<file path="src/tcl_consts.svh">
// constants for the transceiver configuration latch banks
`ifndef TCL_CONSTS_SVH
`define TCL_CONSTS_SVH

// ----------------------------------------------------------------------
// widths and counts
// ----------------------------------------------------------------------
`define TCL_ADDR_W          4
`define TCL_DATA_W          8
`define TCL_NUM_BANKS       16
`define TCL_NUM_CHAN        4
`define TCL_BANKS_PER_CHAN  3
`define TCL_NUM_FORCED      3

// ----------------------------------------------------------------------
// bank offsets
// ----------------------------------------------------------------------
`define TCL_BANK_CHAN_A_RX  4'h0
`define TCL_BANK_CHAN_A_TX  4'h1
`define TCL_BANK_CHAN_A_DYN 4'h2
`define TCL_BANK_CHAN_B_RX  4'h3
`define TCL_BANK_CHAN_B_TX  4'h4
`define TCL_BANK_CHAN_B_DYN 4'h5
`define TCL_BANK_CHAN_C_RX  4'h6
`define TCL_BANK_CHAN_C_TX  4'h7
`define TCL_BANK_CHAN_C_DYN 4'h8
`define TCL_BANK_CHAN_D_RX  4'h9
`define TCL_BANK_CHAN_D_TX  4'ha
`define TCL_BANK_CHAN_D_DYN 4'hb
`define TCL_BANK_GLOBAL_RX  4'hc
`define TCL_BANK_GLOBAL_TX  4'hd
`define TCL_BANK_GLOBAL_DYN 4'he
`define TCL_BANK_MASK       4'hf

// ----------------------------------------------------------------------
// field positions and reset values
// ----------------------------------------------------------------------
`define TCL_GACCEPT_BIT     7
`define TCL_RST_BANK        8'h00
`define TCL_RST_DYN         8'h80
`define TCL_RST_MASK        8'hff
`define TCL_MASK_ALL        8'hff

`endif

</file>
<file path="src/tcl_pkg.sv">
// types shared by the configuration latch bank files
`include "tcl_consts.svh"

package tcl_pkg;

  // ----------------------------------------------------------------------
  // data types
  // ----------------------------------------------------------------------
  typedef logic [`TCL_ADDR_W-1:0] tcl_addr_t;
  typedef logic [`TCL_DATA_W-1:0] tcl_byte_t;
  typedef logic [`TCL_NUM_BANKS-1:0][`TCL_DATA_W-1:0] tcl_bank_arr_t;

  // role of a bank inside its channel group, one-hot
  typedef enum logic [2:0] {
    TCL_KIND_RX  = 3'b001,
    TCL_KIND_TX  = 3'b010,
    TCL_KIND_DYN = 3'b100
  } tcl_kind_e;

endpackage

</file>
<file path="src/tcl_bank.sv">
// one eight-latch configuration bank with masked write
`timescale 1ns/100ps
`include "tcl_consts.svh"

module tcl_bank #(
  parameter logic [7:0] RST_VAL = `TCL_RST_BANK
) (
  // clock and reset
  input  wire logic       mclk,
  input  wire logic       nrst,
  // write side
  input  wire logic       wr_en,
  input  wire logic [7:0] wr_data,
  input  wire logic [7:0] wr_mask,
  // contents
  output logic      [7:0] bank_q
);

  logic [7:0] bank_ff;

  // bits with a zero mask keep their old value
  always_ff @(posedge mclk or negedge nrst) begin
    if (!nrst) begin
      bank_ff <= RST_VAL;
    end else if (wr_en) begin
      bank_ff <= (bank_ff & ~wr_mask) | (wr_data & wr_mask);
    end
  end

  assign bank_q = bank_ff;

endmodule // tcl_bank

</file>
<file path="src/tcl_top.sv">
// configuration latch array of a four-channel serial transceiver
`timescale 1ns/100ps
`include "tcl_consts.svh"

module tcl_top (
  // clock and reset
  input  wire logic       mclk,
  input  wire logic       nrst,
  // configuration pins, asynchronous to mclk
  input  wire logic [3:0] cfg_addr,
  input  wire logic [7:0] cfg_data,
  input  wire logic       config_write_strobe,
  input  wire logic [2:0] forced_global_accept,
  // channel A banks
  output logic      [7:0] chan_a_rx_static,
  output logic      [7:0] chan_a_tx_static,
  output logic      [7:0] chan_a_dynamic,
  // channel B banks
  output logic      [7:0] chan_b_rx_static,
  output logic      [7:0] chan_b_tx_static,
  output logic      [7:0] chan_b_dynamic,
  // channel C banks
  output logic      [7:0] chan_c_rx_static,
  output logic      [7:0] chan_c_tx_static,
  output logic      [7:0] chan_c_dynamic,
  // channel D banks
  output logic      [7:0] chan_d_rx_static,
  output logic      [7:0] chan_d_tx_static,
  output logic      [7:0] chan_d_dynamic,
  // global banks and mask
  output logic      [7:0] global_rx_static,
  output logic      [7:0] global_tx_static,
  output logic      [7:0] global_dynamic,
  output logic      [7:0] write_mask_vector,
  // per-channel accept bits, one per channel
  output logic      [3:0] channel_global_accept
);

  // ----------------------------------------------------------------------
  // helper functions
  // ----------------------------------------------------------------------

  // channel group that a per-channel bank belongs to
  function automatic logic [1:0] bank_chan(input int unsigned idx);
    bank_chan = 2'(idx / `TCL_BANKS_PER_CHAN);
  endfunction

  // role of a per-channel bank within its group
  function automatic tcl_pkg::tcl_kind_e bank_kind(input int unsigned idx);
    case (idx % `TCL_BANKS_PER_CHAN)
      0:       bank_kind = tcl_pkg::TCL_KIND_RX;
      1:       bank_kind = tcl_pkg::TCL_KIND_TX;
      2:       bank_kind = tcl_pkg::TCL_KIND_DYN;
      default: bank_kind = tcl_pkg::TCL_KIND_RX;
    endcase
  endfunction

  // global bank that broadcasts into a bank of the given role
  function automatic tcl_pkg::tcl_addr_t global_of(input tcl_pkg::tcl_kind_e kind);
    case (kind)
      tcl_pkg::TCL_KIND_RX:  global_of = `TCL_BANK_GLOBAL_RX;
      tcl_pkg::TCL_KIND_TX:  global_of = `TCL_BANK_GLOBAL_TX;
      tcl_pkg::TCL_KIND_DYN: global_of = `TCL_BANK_GLOBAL_DYN;
      default:               global_of = `TCL_BANK_GLOBAL_RX;
    endcase
  endfunction

  // index of the forced enable that goes with a bank role
  function automatic logic [1:0] forced_of(input tcl_pkg::tcl_kind_e kind);
    case (kind)
      tcl_pkg::TCL_KIND_RX:  forced_of = 2'd0;
      tcl_pkg::TCL_KIND_TX:  forced_of = 2'd1;
      tcl_pkg::TCL_KIND_DYN: forced_of = 2'd2;
      default:               forced_of = 2'd0;
    endcase
  endfunction

  // reset value of a bank, chosen by its place in the map
  function automatic logic [7:0] bank_rst(input int unsigned idx);
    if (idx == 32'(`TCL_BANK_MASK)) begin
      bank_rst = `TCL_RST_MASK;
    end else if (idx < 32'(`TCL_BANK_GLOBAL_RX) &&
                 bank_kind(idx) == tcl_pkg::TCL_KIND_DYN) begin
      bank_rst = `TCL_RST_DYN;
    end else begin
      bank_rst = `TCL_RST_BANK;
    end
  endfunction

  // ----------------------------------------------------------------------
  // pin synchronisers
  // ----------------------------------------------------------------------
  // three stages per pin; a value is taken only once stages two and three
  // agree, which also swallows a strobe glitch shorter than two cycles

  logic [3:0] addr_s1_ff;
  logic [3:0] addr_s2_ff;
  logic [3:0] addr_s3_ff;
  logic [3:0] addr_ff;
  logic [7:0] data_s1_ff;
  logic [7:0] data_s2_ff;
  logic [7:0] data_s3_ff;
  logic [7:0] data_ff;
  logic       strb_s1_ff;
  logic       strb_s2_ff;
  logic       strb_s3_ff;
  logic       strb_ff;
  logic [2:0] frc_s1_ff;
  logic [2:0] frc_s2_ff;
  logic [2:0] frc_s3_ff;
  logic [2:0] frc_ff;

  // address stages
  always_ff @(posedge mclk or negedge nrst) begin
    if (!nrst) begin
      addr_s1_ff <= 4'h0;
      addr_s2_ff <= 4'h0;
      addr_s3_ff <= 4'h0;
    end else begin
      addr_s1_ff <= cfg_addr;
      addr_s2_ff <= addr_s1_ff;
      addr_s3_ff <= addr_s2_ff;
    end
  end

  // data stages
  always_ff @(posedge mclk or negedge nrst) begin
    if (!nrst) begin
      data_s1_ff <= 8'h00;
      data_s2_ff <= 8'h00;
      data_s3_ff <= 8'h00;
    end else begin
      data_s1_ff <= cfg_data;
      data_s2_ff <= data_s1_ff;
      data_s3_ff <= data_s2_ff;
    end
  end

  // strobe stages
  always_ff @(posedge mclk or negedge nrst) begin
    if (!nrst) begin
      strb_s1_ff <= 1'b0;
      strb_s2_ff <= 1'b0;
      strb_s3_ff <= 1'b0;
    end else begin
      strb_s1_ff <= config_write_strobe;
      strb_s2_ff <= strb_s1_ff;
      strb_s3_ff <= strb_s2_ff;
    end
  end

  // forced enable stages
  always_ff @(posedge mclk or negedge nrst) begin
    if (!nrst) begin
      frc_s1_ff <= 3'h0;
      frc_s2_ff <= 3'h0;
      frc_s3_ff <= 3'h0;
    end else begin
      frc_s1_ff <= forced_global_accept;
      frc_s2_ff <= frc_s1_ff;
      frc_s3_ff <= frc_s2_ff;
    end
  end

  // agreement filters; a bus whose bits still differ keeps its old value
  always_ff @(posedge mclk or negedge nrst) begin
    if (!nrst) begin
      addr_ff <= 4'h0;
      data_ff <= 8'h00;
      strb_ff <= 1'b0;
      frc_ff  <= 3'h0;
    end else begin
      if (addr_s2_ff == addr_s3_ff) begin
        addr_ff <= addr_s3_ff;
      end
      if (data_s2_ff == data_s3_ff) begin
        data_ff <= data_s3_ff;
      end
      if (strb_s2_ff == strb_s3_ff) begin
        strb_ff <= strb_s3_ff;
      end
      if (frc_s2_ff == frc_s3_ff) begin
        frc_ff <= frc_s3_ff;
      end
    end
  end

  // ----------------------------------------------------------------------
  // write decode
  // ----------------------------------------------------------------------

  tcl_pkg::tcl_bank_arr_t bank_q;
  logic [15:0]            bank_we;
  logic [3:0]             gaccept;

  // accept bit of each channel lives in its dynamic bank
  always_comb begin
    for (int c = 0; c < `TCL_NUM_CHAN; c++) begin
      gaccept[c] = bank_q[c * `TCL_BANKS_PER_CHAN + 2][`TCL_GACCEPT_BIT];
    end
  end

  // direct hit on the addressed bank, plus broadcast from a global bank;
  // the level strobe rewrites every cycle it is high, which is harmless
  // because a masked write of the same byte is idempotent
  always_comb begin
    tcl_pkg::tcl_kind_e kind;
    logic [1:0]         chan;
    kind = tcl_pkg::TCL_KIND_RX;
    chan = 2'd0;
    for (int unsigned b = 0; b < `TCL_NUM_BANKS; b++) begin
      bank_we[b] = strb_ff && (addr_ff == 4'(b));
    end
    for (int unsigned b = 0; b < 32'(`TCL_BANK_GLOBAL_RX); b++) begin
      kind = bank_kind(b);
      chan = bank_chan(b);
      if (strb_ff && addr_ff == global_of(kind) &&
          (gaccept[chan] || frc_ff[forced_of(kind)])) begin
        bank_we[b] = 1'b1;
      end
    end
  end

  // ----------------------------------------------------------------------
  // latch banks
  // ----------------------------------------------------------------------

  // global and channel banks obey the mask; the mask bank ignores it
  for (genvar g = 0; g < `TCL_NUM_BANKS; g++) begin : g_bank
    localparam logic [7:0] RST_V = bank_rst(g);
    logic [7:0] msk;
    assign msk = (g == `TCL_BANK_MASK) ? `TCL_MASK_ALL
                                       : bank_q[`TCL_BANK_MASK];
    tcl_bank #(
      .RST_VAL (RST_V)
    ) u_bank (
      .mclk    (mclk),
      .nrst    (nrst),
      .wr_en   (bank_we[g]),
      .wr_data (data_ff),
      .wr_mask (msk),
      .bank_q  (bank_q[g])
    );
  end

  // ----------------------------------------------------------------------
  // outputs
  // ----------------------------------------------------------------------

  // every output is a bank flip-flop seen through a wire
  assign chan_a_rx_static      = bank_q[`TCL_BANK_CHAN_A_RX];
  assign chan_a_tx_static      = bank_q[`TCL_BANK_CHAN_A_TX];
  assign chan_a_dynamic        = bank_q[`TCL_BANK_CHAN_A_DYN];
  assign chan_b_rx_static      = bank_q[`TCL_BANK_CHAN_B_RX];
  assign chan_b_tx_static      = bank_q[`TCL_BANK_CHAN_B_TX];
  assign chan_b_dynamic        = bank_q[`TCL_BANK_CHAN_B_DYN];
  assign chan_c_rx_static      = bank_q[`TCL_BANK_CHAN_C_RX];
  assign chan_c_tx_static      = bank_q[`TCL_BANK_CHAN_C_TX];
  assign chan_c_dynamic        = bank_q[`TCL_BANK_CHAN_C_DYN];
  assign chan_d_rx_static      = bank_q[`TCL_BANK_CHAN_D_RX];
  assign chan_d_tx_static      = bank_q[`TCL_BANK_CHAN_D_TX];
  assign chan_d_dynamic        = bank_q[`TCL_BANK_CHAN_D_DYN];
  assign global_rx_static      = bank_q[`TCL_BANK_GLOBAL_RX];
  assign global_tx_static      = bank_q[`TCL_BANK_GLOBAL_TX];
  assign global_dynamic        = bank_q[`TCL_BANK_GLOBAL_DYN];
  assign write_mask_vector     = bank_q[`TCL_BANK_MASK];
  assign channel_global_accept = gaccept;

endmodule // tcl_top

</file>
<file path="config.mk">
export PLATFORM = sky130hd
export DESIGN_NAME = tcl_top
export DESIGN_NICKNAME = d
export VERILOG_FILES = /design/src/tcl_pkg.sv /design/src/tcl_bank.sv /design/src/tcl_top.sv
export VERILOG_INCLUDE_DIRS = /design/src
export SDC_FILE = /design/constraint.sdc
export NUM_CORES = 1
export LEC_CHECK = 0
export BUFFER_PORTS_ARGS = -buffer_cell sky130_fd_sc_hd__buf_2
export CAP_MARGIN = 20
export CORE_MARGIN = 2
export CORE_UTILIZATION = 55
export DETAILED_ROUTE_END_ITERATION = 8
export PLACE_DENSITY = 0.77
export SLEW_MARGIN = 30
export SYNTH_ARGS = -nofsm -noshare
export SYNTH_HDL_FRONTEND = slang
export SYNTH_SLANG_ARGS = --single-unit
</file>
<file path="constraint.sdc">
create_clock -name mclk -period 2.3 [get_ports mclk]
set_input_delay 0.115 -clock mclk [delete_from_list [all_inputs] [get_ports mclk]]
set_output_delay 0.115 -clock mclk [all_outputs]
set_load 0.03 [all_outputs]
</file>
==> results summary <==
The flow ran to the end, and the final reports show no timing, DRC or antenna violations. The internal cell power is 5610 uW. The critical path is of the flop to flop type. The number of hold violations in the final report came out at 0.

The overall die area came out at 15,100 um^2. The insertion delay to the later sink of the worst-skew pair is 430 ps. The slew of the pin with the lowest slew margin is 718 ps. The antenna diode instance count is 0.

The number of cells upsized or downsized after cts is 0. The initial DRC count came out at 506. The clock tree from TritonCTS is done. Setup repair after global routing left no endpoint under its margin. Entering global routing, the biggest net connects 81 pins.

The tree is rooted in a sky130_fd_sc_hd__clkbuf_16. The count of different cell masters after synthesis came out at 40. Counting flops with an async set or reset pin after synthesis yields a share of 1.00. Detailed placement finished with a half-perimeter wire length of 12,900 um. The final routed wire length divided by cell count is 19.9 um. The post-synthesis cell count came out at 583.

The kind of end point of the critical path is a flop. On the final layout, the worst hold slack is 190 ps. The number of nets with antenna violations after detailed routing came out at 0. The worst IR drop on VDD came out at 543 uV. The sequential-to-total area share from yosys stat is 0.620. Derived from the worst setup path, the maximum achievable clock frequency is 528 MHz. The total congestion overflow came out at 0. The number of endpoints failing setup at the final stage came out at 0.

The post-route clock skew came out at 8.76 ps. The count of TritonRoute iterations in the first routing pass came out at 5. The dominant register cell in the synthesized netlist is sky130_fd_sc_hd__dfrtp_1. The endpoint arrival time on the critical path is 2210 ps. The cell area that synthesis handed to floorplanning was 7770 um^2.

Port buffering added 149 buffers. The number of placement rows is 43. The mean cell area of the mapped netlist is 13.3 um^2.

The part of the total power dissipated in the clock network is 0.362. At the worst endpoint, the required time is 2620 ps. The portion of total power attributed to sequential cells came out at 0.485. The share of power burned in combinational logic came out at 0.153.

The routed design could run at a clock period as short as 1890 ps. In this design, the stage delay of the slowest critical-path cell is 510 ps. The worst hold path belongs to the class input port to async pin.

The TritonCTS sink count is 192. The global-route wire length before repair came out at 29,000 um. The congestion estimate from routability-driven global placement came to 0.880. The number of global-route vias before repair was 5,376. Of the total power, the share spent switching nets is 0.294. The power per standard cell area came out at 847 nW/um^2. The number of antenna violations at the first check in global routing is 0. Measured along the y axis, the die boundary spans 123 um. The share of final-layout standard cells stronger than drive strength 1 is 0.382.

The final layout contains 756 nets. The net switching power is 2330 uW. The post-synth net total came out at 601. The total number of yosys warnings is 0. Across every metal layer, demand over resource in global routing totals 0.258. The type of element launching the critical path is a flop.

The starting density of the core is 0.562. The count of flip-flops with a built-in enable after synthesis came out at 0. The x dimension of the die is 123 um. The core utilization of the finished layout is 0.678. The final cycle utilization of the critical path is 0.823. Clock tree synthesis inserted a total of 17 buffers.

Summed over all cells, the static leakage comes to 0.00444 uW. The deepest clock path buffer count is 2. After clock tree synthesis, the clock-pin slew on the worst setup and hold paths is 70 ps. Max-cap violations in this run came to 0. For this design the top-level I/O count stands at 150. Along the worst path, the maximum fanout reaches 8. The core footprint came out at 13,800 um^2.

The total number of vias is 5,377. The number of max-slew violations in the final report came out at 0. Compared with the post-synthesis result, the final layout area differs by 20.7%. The setup TNS is 0 ps.

Headroom to the max-slew limit came out at 0.520. The number of H-tree levels came out at 4. The final routed wirelength across all metal layers is 18,500 um. Traced cell by cell, the critical path runs through or2_4 > a211oi_4 > nand2_1 > mux2_1. The final routed DRC violation total came out at 0. After detailed routing, the number of vias per cell comes to 5.78. The number of storage elements in the synthesis netlist is 192. The slowest stage of the critical path is the sky130_fd_sc_hd__a211oi_4 cell.
## layer usage
layer	global-route usage	vias up	wire (um)
met3	0.0544	44	1100
met2	0.407	223	9220
li1	-	2371	-
met4	0.112	0	529
met1	0.347	2739	7660
met5	0	-	0
## cell usage after synthesis (2+ instances only)
| master | n | share of area |
|---|---|---|
| sky130_fd_sc_hd__a211oi_4 | 3 | 0.0077 |
| sky130_fd_sc_hd__buf_1 | 8 | 0.0039 |
| sky130_fd_sc_hd__buf_2 | 9 | 0.0058 |
| sky130_fd_sc_hd__buf_4 | 8 | 0.0077 |
| sky130_fd_sc_hd__buf_6 | 3 | 0.0043 |
| sky130_fd_sc_hd__clkbuf_1 | 8 | 0.0039 |
| sky130_fd_sc_hd__dfrtp_1 | 180 | 0.58 |
| sky130_fd_sc_hd__dfstp_2 | 12 | 0.041 |
| sky130_fd_sc_hd__inv_1 | 2 | 0.00097 |
| sky130_fd_sc_hd__mux2_1 | 2 | 0.0029 |
| sky130_fd_sc_hd__mux2_2 | 57 | 0.083 |
| sky130_fd_sc_hd__mux2_4 | 11 | 0.021 |
| sky130_fd_sc_hd__nand2_1 | 120 | 0.058 |
| sky130_fd_sc_hd__nand3b_2 | 2 | 0.0029 |
| sky130_fd_sc_hd__nor2_1 | 17 | 0.0082 |
| sky130_fd_sc_hd__nor2_4 | 3 | 0.0043 |
| sky130_fd_sc_hd__nor3_1 | 5 | 0.0032 |
| sky130_fd_sc_hd__nor4_1 | 2 | 0.0016 |
| sky130_fd_sc_hd__o211ai_1 | 3 | 0.0029 |
| sky130_fd_sc_hd__o21a_1 | 6 | 0.0058 |
| sky130_fd_sc_hd__o21ai_0 | 11 | 0.0071 |
| sky130_fd_sc_hd__o2bb2ai_1 | 69 | 0.078 |
| sky130_fd_sc_hd__o32a_1 | 5 | 0.0064 |
| sky130_fd_sc_hd__o32ai_4 | 8 | 0.028 |
| sky130_fd_sc_hd__xnor2_1 | 5 | 0.0056 |
| sky130_fd_sc_hd__xor2_1 | 10 | 0.011 |
## cells in the final DEF (no fill, tap or decap), types with 2 or more instances in the layout
cell / n
sky130_fd_sc_hd__nor4_1: 2
sky130_fd_sc_hd__nand2_1: 120
sky130_fd_sc_hd__buf_12: 3
sky130_fd_sc_hd__xor2_1: 10
sky130_fd_sc_hd__buf_4: 3
sky130_fd_sc_hd__nor2_1: 17
sky130_fd_sc_hd__a211oi_4: 3
sky130_fd_sc_hd__mux2_4: 11
sky130_fd_sc_hd__dfstp_2: 12
sky130_fd_sc_hd__buf_2: 148
sky130_fd_sc_hd__mux2_1: 2
sky130_fd_sc_hd__o21ai_0: 11
sky130_fd_sc_hd__o32a_1: 5
sky130_fd_sc_hd__o211ai_1: 3
sky130_fd_sc_hd__dfrtp_1: 180
sky130_fd_sc_hd__xnor2_1: 5
sky130_fd_sc_hd__o32ai_4: 8
sky130_fd_sc_hd__clkbuf_8: 3
sky130_fd_sc_hd__clkinv_4: 2
sky130_fd_sc_hd__nor3_1: 5
sky130_fd_sc_hd__o21a_1: 6
sky130_fd_sc_hd__bufinv_16: 2
sky130_fd_sc_hd__clkbuf_16: 17
sky130_fd_sc_hd__o2bb2ai_1: 69
sky130_fd_sc_hd__clkbuf_1: 3
sky130_fd_sc_hd__nand3b_2: 2
sky130_fd_sc_hd__mux2_2: 57
sky130_fd_sc_hd__nor2_4: 3
sky130_fd_sc_hd__clkinv_2: 5
sky130_fd_sc_hd__dlygate4sd3_1: 17
sky130_fd_sc_hd__inv_1: 2
## worst max-delay path: cells and delay by family, from the launching register on
kind	cells	cell delay, ps
flip-flops	1	490
multiplexers	1	320
AO/OA/AOI/OAI	1	510
AND/OR/NAND/NOR	2	460
## through the flow
step	setup WS (ps)	instances	cell area (um^2)	total power (uW)
2_1_floorplan	623	583	7770	4750
3_3_place_gp	470	882	8640	5040
5_1_grt	295	931	9380	8260
4_1_cts	422	931	9380	7980
6_report	406	931	9380	7940
3_5_place_dp	452	882	8640	5090
## cell type report
type	instances	area [um^2]
Clock buffer	22	464
Clock inverter	10	111
Fill cell	977	4450
Inverter	3	11.3
Multi-Input combinational cell	352	2740
Sequential cell	192	4820
Tap cell	180	225
Timing Repair Buffer	172	1010
## power by group through the flow
| stage | Combinational, uW | Sequential [uW] | Clock [uW] |
|---|---|---|---|
| after floorplan | 964 | 3790 | 0 |
| after global placement | 1150 | 3890 | 0 |
| after detailed placement | 1180 | 3910 | 0 |
| after CTS | 1210 | 3850 | 2920 |
| after global routing | 1290 | 3880 | 3080 |
| final | 1210 | 3850 | 2880 |
## cell families (layout without fill, tap and decap cells)
| group | after synthesis | count (layout) | synth area share |
|---|---|---|---|
| simple gates | 159 | 159 | 0.0905 |
| xor+xnor | 15 | 15 | 0.0169 |
| flops | 192 | 192 | 0.620 |
| compound gates | 107 | 107 | 0.137 |
| buf+inv | 39 | 207 | 0.0270 |
| fa+ha+maj | 1 | 1 | 0.00129 |
| mux | 70 | 70 | 0.107 |
## final timing paths
| path | startpoint | end | slack (ps) | depth (start not counted) |
|---|---|---|---|---|
| max | addr_ff[3] | flop | 410 | 4 |
| max in group asynchronous | nrst | async pin | 1350 | 3 |
| min reg2reg | frc_s1_ff[1] | frc_s2_ff[1] | 350 | 0 |
| min in group mclk | forced_global_accept[2] | frc_s1_ff[2] | 320 | 2 |
| min | nrst | data_s2_ff[6] | 190 | 2 |
| max reg2reg | addr_ff[3] | flop | 410 | 4 |
## repair_timing
item	in CTS	in global routing
hold buffers	17	0
endpoints found under the hold margin	62	0
setup buffers	0	0
Note: power is estimated with default switching activity, not from simulation.
